**src/logic/pbps_pkg.sv**
```systemverilog
// What this block does
// - pad B5 field bits 15:14: 00 timer ch1, 01 fault_input_three, 10 SPI clock, 11 reserved
// - pad B4 field bits 13:11: timer ch0, clock out, MISO, SDA, SERIAL_COMM_INTERFACE rx, analog 0
// - pad B3 field bits 10:8: MOSI, timer in3, analog 3, pulse out5, comparator1
// - pad B2 field bits 7:6: MISO, timer in2, analog 2, comparator0 result
// - bit 5 reserved; pad B1 bits 4:3: slave select, SDA, analog 12, 11 reserved
// - pad B0 bits 2:0: 001 SCL, 010 analog, 011 pulse out3, 100 timer ch1
// - pad B0 code 000 feeds SPI clock as input only; B5 carries it both ways
// - upper register bits 15:4 reserved; pad B7 bits 3:2: SERIAL_COMM_INTERFACE tx, SCL, analog
// - pad B6 bits 1:0: SERIAL_COMM_INTERFACE rx, SDA, analog, external clock input
// - upper port B select at offset 0x0D, port C select at 0x0E
// - peripheral enable 0 gives pad to GPIO; 1 lets the select field choose
// - several pads on one function: output fans out, input is OR or AND
// - function on no pad: output reaches nothing, input held at a constant
package pbps_pkg;

  // register offsets
  localparam logic [7:0] REG_SEL_B_LO = 8'h0C;
  localparam logic [7:0] REG_SEL_B_HI = 8'h0D;
  localparam logic [7:0] REG_SEL_C = 8'h0E;

  // writable bits and reset values
  localparam logic [15:0] MASK_B_LO = 16'hFFDF;
  localparam logic [15:0] MASK_B_HI = 16'h000F;
  localparam logic [15:0] MASK_C = 16'h0003;
  localparam logic [15:0] RESET_SEL = 16'h0000;

  // field positions
  localparam int B5_LSB = 14;
  localparam int B4_LSB = 11;
  localparam int B3_LSB = 8;
  localparam int B2_LSB = 6;
  localparam int B1_LSB = 3;
  localparam int B0_LSB = 0;
  localparam int B7_LSB = 2;
  localparam int B6_LSB = 0;

  // idle levels of peripheral inputs when no pad feeds them
  localparam logic IDLE_LOW = 1'b0;
  localparam logic IDLE_HIGH = 1'b1;

  // signals coming from the peripherals toward the pads
  typedef struct packed {
    logic timer0Out;
    logic timer0Drive;
    logic timer1Out;
    logic timer1Drive;
    logic spiClkOut;
    logic spiClkDrive;
    logic spiMisoOut;
    logic spiMisoDrive;
    logic spiMosiOut;
    logic spiMosiDrive;
    logic spiSlaveSelectOut;
    logic spiSlaveSelectDrive;
    logic i2cSdaOut;
    logic i2cSdaDrive;
    logic i2cSclOut;
    logic i2cSclDrive;
    logic sciTxOut;
    logic sciTxDrive;
    logic clockOutputZero;
    logic pulseOutputThree;
    logic pulseOutputFive;
    logic comparatorZeroResult;
    logic comparatorOneResult;
  } pbps_periph_out_t;

  // signals going from the pads into the peripherals
  typedef struct packed {
    logic timer0In;
    logic timer1In;
    logic faultInputThree;
    logic spiClkIn;
    logic spiMisoIn;
    logic spiMosiIn;
    logic spiSlaveSelectIn;
    logic i2cSdaIn;
    logic i2cSclIn;
    logic sciRxIn;
    logic sciTxIn;
    logic timerInputTwo;
    logic timerInputThree;
    logic externalClockInput;
  } pbps_periph_in_t;

endpackage : pbps_pkg

```
**src/logic/pbps_pin_mux.sv**
```systemverilog
// Chosen here: the plain strobed port.
module pbps_pin_mux (
  // clock and reset
  input wire logic clk,
  input wire logic rstn,
  // register port
  input wire logic [7:0] addr,
  input wire logic [15:0] wrData,
  input wire logic wrEn,
  input wire logic rdEn,
  output logic [15:0] rdData,
  // peripheral enable bits from the GPIO, one per pad
  input wire logic [7:0] padPeripheralEnable,
  // GPIO side of each pad
  input wire logic [7:0] gpioOut,
  input wire logic [7:0] gpioOeN,
  output logic [7:0] gpioIn,
  // pads
  input wire logic [7:0] padIn,
  output logic [7:0] padOut,
  output logic [7:0] padOeN,
  output logic [7:0] padAnalogSel,
  // peripherals
  input wire pbps_pkg::pbps_periph_out_t periphOut,
  output pbps_pkg::pbps_periph_in_t periphIn,
  // port C field bits for the port C mux
  output logic [1:0] portCSelect
);

  logic [15:0] selLo;
  logic [15:0] selHi;
  logic [15:0] selC;
  logic [15:0] next_selLo;
  logic [15:0] next_selHi;
  logic [15:0] next_selC;
  logic [15:0] next_rdData;
  logic [1:0] b5;
  logic [2:0] b4;
  logic [2:0] b3;
  logic [1:0] b2;
  logic [1:0] b1;
  logic [2:0] b0;
  logic [1:0] b7;
  logic [1:0] b6;
  logic [7:0] mT0;
  logic [7:0] mT1;
  logic [7:0] mFault3;
  logic [7:0] mSclk;
  logic [7:0] mMiso;
  logic [7:0] mMosi;
  logic [7:0] mSs;
  logic [7:0] mSda;
  logic [7:0] mScl;
  logic [7:0] mRx;
  logic [7:0] mTx;
  logic [7:0] mTin2;
  logic [7:0] mTin3;
  logic [7:0] mClkIn;

  // wired OR for idle-low inputs, wired AND for idle-high; no pad gives idle
  function automatic logic joinIn(input logic [7:0] mask, input logic [7:0] pads,
                                  input logic idle);
    joinIn = idle ? &(pads | ~mask) : |(pads & mask);
  endfunction : joinIn

  // register writes and read data
  always_comb begin
    next_selLo = selLo;
    next_selHi = selHi;
    next_selC = selC;
    next_rdData = 16'h0000;
    if (wrEn) begin
      unique case (addr)
        pbps_pkg::REG_SEL_B_LO: next_selLo = wrData & pbps_pkg::MASK_B_LO;
        pbps_pkg::REG_SEL_B_HI: next_selHi = wrData & pbps_pkg::MASK_B_HI;
        pbps_pkg::REG_SEL_C: next_selC = wrData & pbps_pkg::MASK_C;
        default: ;
      endcase
    end
    if (rdEn) begin
      unique case (addr)
        pbps_pkg::REG_SEL_B_LO: next_rdData = selLo;
        pbps_pkg::REG_SEL_B_HI: next_rdData = selHi;
        pbps_pkg::REG_SEL_C: next_rdData = selC;
        default: next_rdData = 16'h0000;
      endcase
    end
  end

  // register state
  always_ff @(posedge clk or negedge rstn) begin
    if (!rstn) begin
      selLo <= pbps_pkg::RESET_SEL;
      selHi <= pbps_pkg::RESET_SEL;
      selC <= pbps_pkg::RESET_SEL;
      rdData <= 16'h0000;
    end else begin
      selLo <= next_selLo;
      selHi <= next_selHi;
      selC <= next_selC;
      rdData <= next_rdData;
    end
  end

  // field extraction
  assign b5 = selLo[pbps_pkg::B5_LSB +: 2];
  assign b4 = selLo[pbps_pkg::B4_LSB +: 3];
  assign b3 = selLo[pbps_pkg::B3_LSB +: 3];
  assign b2 = selLo[pbps_pkg::B2_LSB +: 2];
  assign b1 = selLo[pbps_pkg::B1_LSB +: 2];
  assign b0 = selLo[pbps_pkg::B0_LSB +: 3];
  assign b7 = selHi[pbps_pkg::B7_LSB +: 2];
  assign b6 = selHi[pbps_pkg::B6_LSB +: 2];
  assign portCSelect = selC[1:0];
  assign gpioIn = padIn;

  // pad output mux and input select masks
  always_comb begin
    padOut = gpioOut;
    padOeN = gpioOeN;
    padAnalogSel = 8'h00;
    mT0 = 8'h00;
    mT1 = 8'h00;
    mFault3 = 8'h00;
    mSclk = 8'h00;
    mMiso = 8'h00;
    mMosi = 8'h00;
    mSs = 8'h00;
    mSda = 8'h00;
    mScl = 8'h00;
    mRx = 8'h00;
    mTx = 8'h00;
    mTin2 = 8'h00;
    mTin3 = 8'h00;
    mClkIn = 8'h00;
    // peripheral-owned pads start undriven; reserved codes stay that way
    for (int i = 0; i < 8; i++) begin
      if (padPeripheralEnable[i]) begin
        padOut[i] = 1'b0;
        padOeN[i] = 1'b1;
      end
    end
    // pad B5
    if (padPeripheralEnable[5]) begin
      unique case (b5)
        2'h0: begin
          padOut[5] = periphOut.timer1Out;
          padOeN[5] = ~periphOut.timer1Drive;
          mT1[5] = 1'b1;
        end
        2'h1: mFault3[5] = 1'b1;
        2'h2: begin
          padOut[5] = periphOut.spiClkOut;
          padOeN[5] = ~periphOut.spiClkDrive;
          mSclk[5] = 1'b1;
        end
        default: ;
      endcase
    end
    // pad B4
    if (padPeripheralEnable[4]) begin
      unique case (b4)
        3'h0: begin
          padOut[4] = periphOut.timer0Out;
          padOeN[4] = ~periphOut.timer0Drive;
          mT0[4] = 1'b1;
        end
        3'h1: begin
          padOut[4] = periphOut.clockOutputZero;
          padOeN[4] = 1'b0;
        end
        3'h2: begin
          padOut[4] = periphOut.spiMisoOut;
          padOeN[4] = ~periphOut.spiMisoDrive;
          mMiso[4] = 1'b1;
        end
        3'h3: begin
          padOut[4] = periphOut.i2cSdaOut;
          padOeN[4] = ~periphOut.i2cSdaDrive;
          mSda[4] = 1'b1;
        end
        3'h4: mRx[4] = 1'b1;
        3'h5: padAnalogSel[4] = 1'b1;
        default: ;
      endcase
    end
    // pad B3
    if (padPeripheralEnable[3]) begin
      unique case (b3)
        3'h0: begin
          padOut[3] = periphOut.spiMosiOut;
          padOeN[3] = ~periphOut.spiMosiDrive;
          mMosi[3] = 1'b1;
        end
        3'h1: mTin3[3] = 1'b1;
        3'h2: padAnalogSel[3] = 1'b1;
        3'h3: begin
          padOut[3] = periphOut.pulseOutputFive;
          padOeN[3] = 1'b0;
        end
        3'h4: begin
          padOut[3] = periphOut.comparatorOneResult;
          padOeN[3] = 1'b0;
        end
        default: ;
      endcase
    end
    // pad B2
    if (padPeripheralEnable[2]) begin
      unique case (b2)
        2'h0: begin
          padOut[2] = periphOut.spiMisoOut;
          padOeN[2] = ~periphOut.spiMisoDrive;
          mMiso[2] = 1'b1;
        end
        2'h1: mTin2[2] = 1'b1;
        2'h2: padAnalogSel[2] = 1'b1;
        2'h3: begin
          padOut[2] = periphOut.comparatorZeroResult;
          padOeN[2] = 1'b0;
        end
      endcase
    end
    // pad B1
    if (padPeripheralEnable[1]) begin
      unique case (b1)
        2'h0: begin
          padOut[1] = periphOut.spiSlaveSelectOut;
          padOeN[1] = ~periphOut.spiSlaveSelectDrive;
          mSs[1] = 1'b1;
        end
        2'h1: begin
          padOut[1] = periphOut.i2cSdaOut;
          padOeN[1] = ~periphOut.i2cSdaDrive;
          mSda[1] = 1'b1;
        end
        2'h2: padAnalogSel[1] = 1'b1;
        default: ;
      endcase
    end
    // pad B0
    if (padPeripheralEnable[0]) begin
      unique case (b0)
        3'h0: mSclk[0] = 1'b1;
        3'h1: begin
          padOut[0] = periphOut.i2cSclOut;
          padOeN[0] = ~periphOut.i2cSclDrive;
          mScl[0] = 1'b1;
        end
        3'h2: padAnalogSel[0] = 1'b1;
        3'h3: begin
          padOut[0] = periphOut.pulseOutputThree;
          padOeN[0] = 1'b0;
        end
        3'h4: begin
          padOut[0] = periphOut.timer1Out;
          padOeN[0] = ~periphOut.timer1Drive;
          mT1[0] = 1'b1;
        end
        default: ;
      endcase
    end
    // pad B7
    if (padPeripheralEnable[7]) begin
      unique case (b7)
        2'h0: begin
          padOut[7] = periphOut.sciTxOut;
          padOeN[7] = ~periphOut.sciTxDrive;
          mTx[7] = 1'b1;
        end
        2'h1: begin
          padOut[7] = periphOut.i2cSclOut;
          padOeN[7] = ~periphOut.i2cSclDrive;
          mScl[7] = 1'b1;
        end
        2'h2: padAnalogSel[7] = 1'b1;
        default: ;
      endcase
    end
    // pad B6
    if (padPeripheralEnable[6]) begin
      unique case (b6)
        2'h0: mRx[6] = 1'b1;
        2'h1: begin
          padOut[6] = periphOut.i2cSdaOut;
          padOeN[6] = ~periphOut.i2cSdaDrive;
          mSda[6] = 1'b1;
        end
        2'h2: padAnalogSel[6] = 1'b1;
        2'h3: mClkIn[6] = 1'b1;
      endcase
    end
  end

  // peripheral inputs gathered from the selected pads
  always_comb begin
    periphIn.timer0In = joinIn(mT0, padIn, pbps_pkg::IDLE_LOW);
    periphIn.timer1In = joinIn(mT1, padIn, pbps_pkg::IDLE_LOW);
    periphIn.faultInputThree = joinIn(mFault3, padIn, pbps_pkg::IDLE_LOW);
    periphIn.spiClkIn = joinIn(mSclk, padIn, pbps_pkg::IDLE_LOW);
    periphIn.spiMisoIn = joinIn(mMiso, padIn, pbps_pkg::IDLE_LOW);
    periphIn.spiMosiIn = joinIn(mMosi, padIn, pbps_pkg::IDLE_LOW);
    periphIn.spiSlaveSelectIn = joinIn(mSs, padIn, pbps_pkg::IDLE_HIGH);
    periphIn.i2cSdaIn = joinIn(mSda, padIn, pbps_pkg::IDLE_HIGH);
    periphIn.i2cSclIn = joinIn(mScl, padIn, pbps_pkg::IDLE_HIGH);
    periphIn.sciRxIn = joinIn(mRx, padIn, pbps_pkg::IDLE_HIGH);
    periphIn.sciTxIn = joinIn(mTx, padIn, pbps_pkg::IDLE_HIGH);
    periphIn.timerInputTwo = joinIn(mTin2, padIn, pbps_pkg::IDLE_LOW);
    periphIn.timerInputThree = joinIn(mTin3, padIn, pbps_pkg::IDLE_LOW);
    periphIn.externalClockInput = joinIn(mClkIn, padIn, pbps_pkg::IDLE_LOW);
  end

endmodule : pbps_pin_mux

```
**config.mk**
```make
export PLATFORM = sky130hd
export DESIGN_NAME = pbps_pin_mux
export DESIGN_NICKNAME = d
export VERILOG_FILES = /design/src/logic/pbps_pkg.sv /design/src/logic/pbps_pin_mux.sv
export SDC_FILE = /design/constraint.sdc
export NUM_CORES = 1
export LEC_CHECK = 0
export ABC_CLOCK_PERIOD_IN_PS = 2700
export BUFFER_PORTS_ARGS = -buffer_cell sky130_fd_sc_hd__buf_2
export CORE_MARGIN = 8
export CORE_UTILIZATION = 40
export CTS_BUF_LIST = sky130_fd_sc_hd__clkbuf_4 sky130_fd_sc_hd__clkbuf_8
export CTS_CLUSTER_SIZE = 10
export DETAILED_ROUTE_END_ITERATION = 7
export GPL_TIMING_DRIVEN = 0
export PLACE_DENSITY = 0.77
export SYNTH_ARGS = -nofsm -noshare
export SYNTH_HDL_FRONTEND = slang
export SYNTH_SLANG_ARGS = --single-unit
```
**constraint.sdc**
```tcl
create_clock -name clk -period 2.7 [get_ports clk]
set_clock_uncertainty 0.1 [all_clocks]
set_input_delay 0.27 -clock clk [delete_from_list [all_inputs] [get_ports clk]]
set_output_delay 0.27 -clock clk [all_outputs]
set_load 0.005 [all_outputs]
```
* After elaboration in Yosys (flattened, before gate mapping)
Index checks and enable logic that the tools add are counted.
** Storage, ports and cells
- Register bits :: 37
- Input port bits :: 83
- Output and inout port bits :: 64
** Cells by class
- Equal/unequal tests :: 28
- Multiplexer cells :: 106
- Bitwise logic cells :: 28
- Reduce and logical (&&, ||, !) cells :: 26
** Operators by type and width (count)
- $mux 1 :: 90
- $reduce_or 8->1 :: 9
- $pmux 16 s3 :: 1
- $or 8x8->8 :: 5
- $reduce_and 8->1 :: 5
- $and 8x6->8 :: 3
- $eq 8x4->1 const B :: 3
- $eq 3x2->1 const B :: 6
- $pmux 1 s2 :: 9
- $and 8x4->8 :: 2
- $and 8x5->8 :: 2
- $mux 16 :: 1
- $not 7->8 :: 2
- $not 8->8 :: 2
- $eq 2x2->1 const B :: 7
- $eq 3x3->1 const B :: 4
- $eq 2x1->1 const B :: 5
- $logic_not 2->1 :: 5
- $eq 3x1->1 const B :: 3
- $logic_not 3->1 :: 3
- $not 1->1 :: 9
- $pmux 1 s3 :: 3
- $and 8x3->8 :: 1
- $and 8x7->8 :: 1
- 4 further kinds :: 7

* Longest topological paths before layout
- Word-level depth :: 6
- Depth in mapped cells :: 5
- Depth with buffers taken out :: 5

* Least setup slack after synthesis
OpenSTA, ideal clock, no wires.
- Path kind :: input port to flip-flop
- From :: input addr[5]
- To :: register selLo[10]
- Data arrival time :: 1.303 ns
- Path slack :: 1.172 ns
- Cell stages on the path :: 4
- Buffers on the path :: 1
- Path through :: nor4_4 nand4_4 buf_6 mux2_4
** On the way
- Cells in the longest elaborated chain, start to end :: 2
** Ends and longest elaborated chain
- from (decl) :: RTL line pbps_pin_mux.sv:7 : input wire logic [7:0] addr,
- $eq 8x4->1 :: RTL line pbps_pin_mux.sv:73 : unique case (addr)
- $reduce_and 2->1 (no source line)
- to (signal assigned) :: RTL line pbps_pin_mux.sv:93 : selLo <= pbps_pkg::RESET_SEL;
- to (signal assigned) :: RTL line pbps_pin_mux.sv:98 : selLo <= next_selLo;
- to (decl) :: RTL line pbps_pin_mux.sv:30 : logic [15:0] selLo;
No other way between the ends.
A chain may end at the register's enable or synchronous reset.

* Final worst setup path
- From :: register selLo[11]
- To :: output padOut[4]
** On the way
- Cells in the longest elaborated chain, start to end :: 3
** Ends and longest elaborated chain
- $eq 3x2->1 (tied with other cells) :: RTL line pbps_pin_mux.sv:162 : unique case (b4)
- $pmux 1 s4 (*) :: RTL line pbps_pin_mux.sv:162
- $mux 1 (*) :: RTL line pbps_pin_mux.sv:161 : if (padPeripheralEnable[4]) begin
- to (decl) :: RTL line pbps_pin_mux.sv:20 : output logic [7:0] padOut,
Mark *: on every way between the ends. The rest lies on a longest branch, timed or not.

==> impl_metrics.csv <==
group,metric,value,unit
sta,timing.final.crit_share,73.7,%
logic_synthesis,synth_area_leaders,"dfrtp_1 (40%), mux2_2 (7.5%), mux2_4 (6.7%), mux2i_1 (4.9%), buf_4 (3.3%)",
status,outcome,"finished with violations",
place,number_of_buffers_inserted_by_port_buffering,142,
place,dp_slack,0.885,ns
logic_synthesis,mappedNetlistArea,2250,um2
critical_path,cp_slowest_stage_delay,0.40,ns
routing,drt_iter0_markers,34,
logic_synthesis,synthArstFlopShare,100,%
critical_path,worstSetupPathType,"register to output port",
place,detailed_place_hpwl,5620,um
clock_tree,cts_tree,"done",
routing,avgRoutedWirePerCell,15.1,um
flow_run,max_cap_viol_count,0,
routing,detail-route-antenna-nets,0,
finish,num_antenna_cells,0,
power_and_ir_drop,p_per_area,391,nW/um2
logic_synthesis,synth_compound_gate_area_share,9.16,%
logic_synthesis,yosys.area_share.adder,2.22,%
finish,final_util,57.7,%
finish,final_layout_size_suffix_gt1_share,52.4,%
sta,max_slew.worst_pin.slew,0.798,ns
logic_synthesis,dominantRegCellSynth,"dfrtp_1",
logic_synthesis,mean_cell_area_of_the_mapped_netlist,10.2,um2
logic_synthesis,synth.cells.most_frequent,"dfrtp_1 (36), nor2_1 (20), mux2_2 (15)",
logic_synthesis,synth_top_cell_by_area,"dfrtp_1",
floorplanning,initial_utilization,41.2,%
logic_synthesis,largest_family_of_logic_cells_by_synthesized_area,"simple AND/OR/NAND/NOR gates",
routing,drtPass1Iterations,4,
sta,timing.final.ws_setup,0.711,ns
sta,fin_tns_setup,0,ns
logic_synthesis,synth_mux_area_share,19.0,%
sta,hold_viol_final,36,
floorplanning,die_area,8290,um2
sta,grt_setup_unrepaired,"false",
critical_path,cpMaxStageDelayCell,"dfrtp_1",
floorplanning,die-width,91.1,um
global_route,grt_start_max_net_pins,37,
power_and_ir_drop,leakage,1.72,nW
clock_tree,clock-root-buffer,"clkbuf_8",
critical_path,ff2ff_setup_slack,1.54,ns
clock_tree,htreeDepth,2,
logic_synthesis,ffs_latches_synth,36,
critical_path,cp.required,2.33,ns
sta,setup-violations-final,0,
power_and_ir_drop,power.ir.vdd_worst,0.244,mV
global_route,grt_remaining_overflow,0,
logic_synthesis,syn-instance-count,221,
routing,post_drt_via_cell_ratio,4.87,
sta,max_clock_freq,503,MHz
critical_path,ff2ff_path_depth,2,
sta,post-route-min-period,1.99,ns
status,violated_checks,"negative hold slack",
global_route,first_global_vias,2358,
critical_path,cp_data_arrival_time,1.62,ns
logic_synthesis,synth.lib_cells_used.distinct,46,
logic_synthesis,ys_seq_area_share,40.0,%
global_route,grt_first_pass_wirelength,11100,um
routing,routed_wirelength,6700,um
sta,post_route_hold_slack,-0.0267,ns
clock_tree,clk_pin_slew_worst_paths,0.07,ns
clock_tree,cts-root-to-sink-buffers,2,
logic_synthesis,synth_simple_gate_area_share,22.5,%
critical_path,worst_r2r_endpoint,"selLo[11]$_DFFE_PN0P_",
sta,slew-limit-headroom,46.8,%
floorplanning,fp.dieH,91.1,um
logic_synthesis,synth_most_common_cell,"dfrtp_1",
place,placedCellCount,436,
global_route,grt_usage,16.0,%
floorplanning,coreArea,5470,um2
logic_synthesis,yosysTopAreaCellShare,40.0,%
clock_tree,post_cts_hold_buffer_count,0,
critical_path,r2r_start,"selLo[11]$_DFFE_PN0P_",
finish,layout-area-overhead-vs-synth,40.0,%
place,rd_place_congestion,0.762,
floorplanning,num_rows,27,
critical_path,critical_path.endpoint_type,"output port",
logic_synthesis,ys.warnings.count,0,
worst_hold_path,worst_hold_path_type,"primary input to async pin",
global_route,antenna_found_initial,0,
power_and_ir_drop,power.total,1.23,mW
clock_tree,cts_inserted_buffers,5,
clock_tree,postCtsSetupBuffers,0,
critical_path,worst_path_max_fanout,10,
routing,vias,2162,
clock_tree,clkSinkCount,36,
critical_path,startpoint_type,"register",
sta,timing_max_transition_violations_final,0,
clock_tree,post_cts.resized_instances,0,
routing,drc,0,
logic_synthesis,synth_enable_flop_cells,0,
floorplanning,io-pin-count,147,
finish,nNetsFinal,458,
clock_tree,clock_insertion_delay_worst_skew,0.28,ns
critical_path,cp_cell_sequence,"clkbuf_1 -> a221oi_1 -> o32ai_1 -> buf_2",
finish,stdcell_count,444,
logic_synthesis,synth-xor-area-share,0,%
[where the power goes]
group / internal (mW) / switching (mW) / total, mW
logic: 0.136 / 0.119 / 0.255
clock network: 0.228 / 0.180 / 0.408
registers: 0.554 / 0.0160 / 0.570
[worst max-delay path: cells and delay by family (launching register included)]
kind | cells | cell delay, ns
flops | 1 | 0.40
buf+inv | 2 | 0.50
compound gates | 2 | 0.44
[worst max-delay path by stage]
stage                                from                     to  slack, ns  cells after the start
floorplan                         addr[5]  selLo[10]$_DFFE_PN0P_       1.17                      4
global placement                  addr[5]   selLo[7]$_DFFE_PN0P_       0.91                      5
detailed placement                addr[5]   selLo[7]$_DFFE_PN0P_       0.89                      5
CTS                 selLo[11]$_DFFE_PN0P_              padOut[4]       0.70                      4
global route        selLo[11]$_DFFE_PN0P_              padOut[4]       0.55                      4
finish              selLo[11]$_DFFE_PN0P_              padOut[4]       0.71                      4
[cells by family after synthesis]
kind of cell	Yosys count
fa+ha+maj	4
mux	36
flops	36
compound gates	29
other cells	1
simple gates	86
buf+inv	29
[layer usage]
layer / track usage [%] / vias up / routed length [um]
met4: 4.64 / 0 / 106
met5: 0 / - / 0
met3: 5.19 / 11 / 430
met2: 29.3 / 71 / 3450
met1: 17.2 / 1005 / 2710
li1: - / 1075 / -
[through the flow]
stage | cell area, um2 | hold WS, ns
3_3_place_gp | 3060 | 0.294
2_1_floorplan | 2260 | -0.126
5_1_grt | 3160 | 0.0215
4_1_cts | 3160 | 0.000760
6_report | 3160 | -0.0267
3_5_place_dp | 3060 | 0.306
[flip-flops by register name, summed over array words and instances, names as in the netlist]
signal and cells:
selC 2, rdData 15, selHi 4, selLo 15
[final cells by class]
| type | instances | area (um2) |
|---|---|---|
| Multi-Input combinational cell | 157 | 1200 |
| Buffer | 19 | 118 |
| Inverter | 10 | 37.5 |
| Tap cell | 72 | 90.1 |
| Sequential cell | 36 | 901 |
| Fill cell | 515 | 2320 |
| Timing Repair Buffer | 142 | 711 |
| Clock buffer | 8 | 97.6 |
[placed cells by master, fill, tap and decap left out, types with 3 or more instances in the layout]
cell | netlist | routed
ha_1 | 4 | 4
mux2_4 | 10 | 10
a211oi_1 | 3 | 3
nor2_1 | 20 | 20
nor3b_1 | 3 | 3
mux2i_1 | 11 | 11
o22a_1 | 3 | 3
o22ai_1 | 3 | 3
a21oi_1 | 7 | 7
nor3_1 | 9 | 9
nor2b_1 | 5 | 5
inv_1 | 10 | 10
clkbuf_1 | 7 | 7
buf_2 | 1 | 143
nand2b_1 | 5 | 5
a32oi_1 | 3 | 3
clkbuf_8 | 0 | 6
buf_4 | 10 | 10
and2_1 | 9 | 9
nand3_1 | 3 | 3
mux2_2 | 15 | 15
or2_2 | 4 | 4
nand2_1 | 9 | 9
dfrtp_1 | 36 | 36
Power figures use the tool's default switching activity.
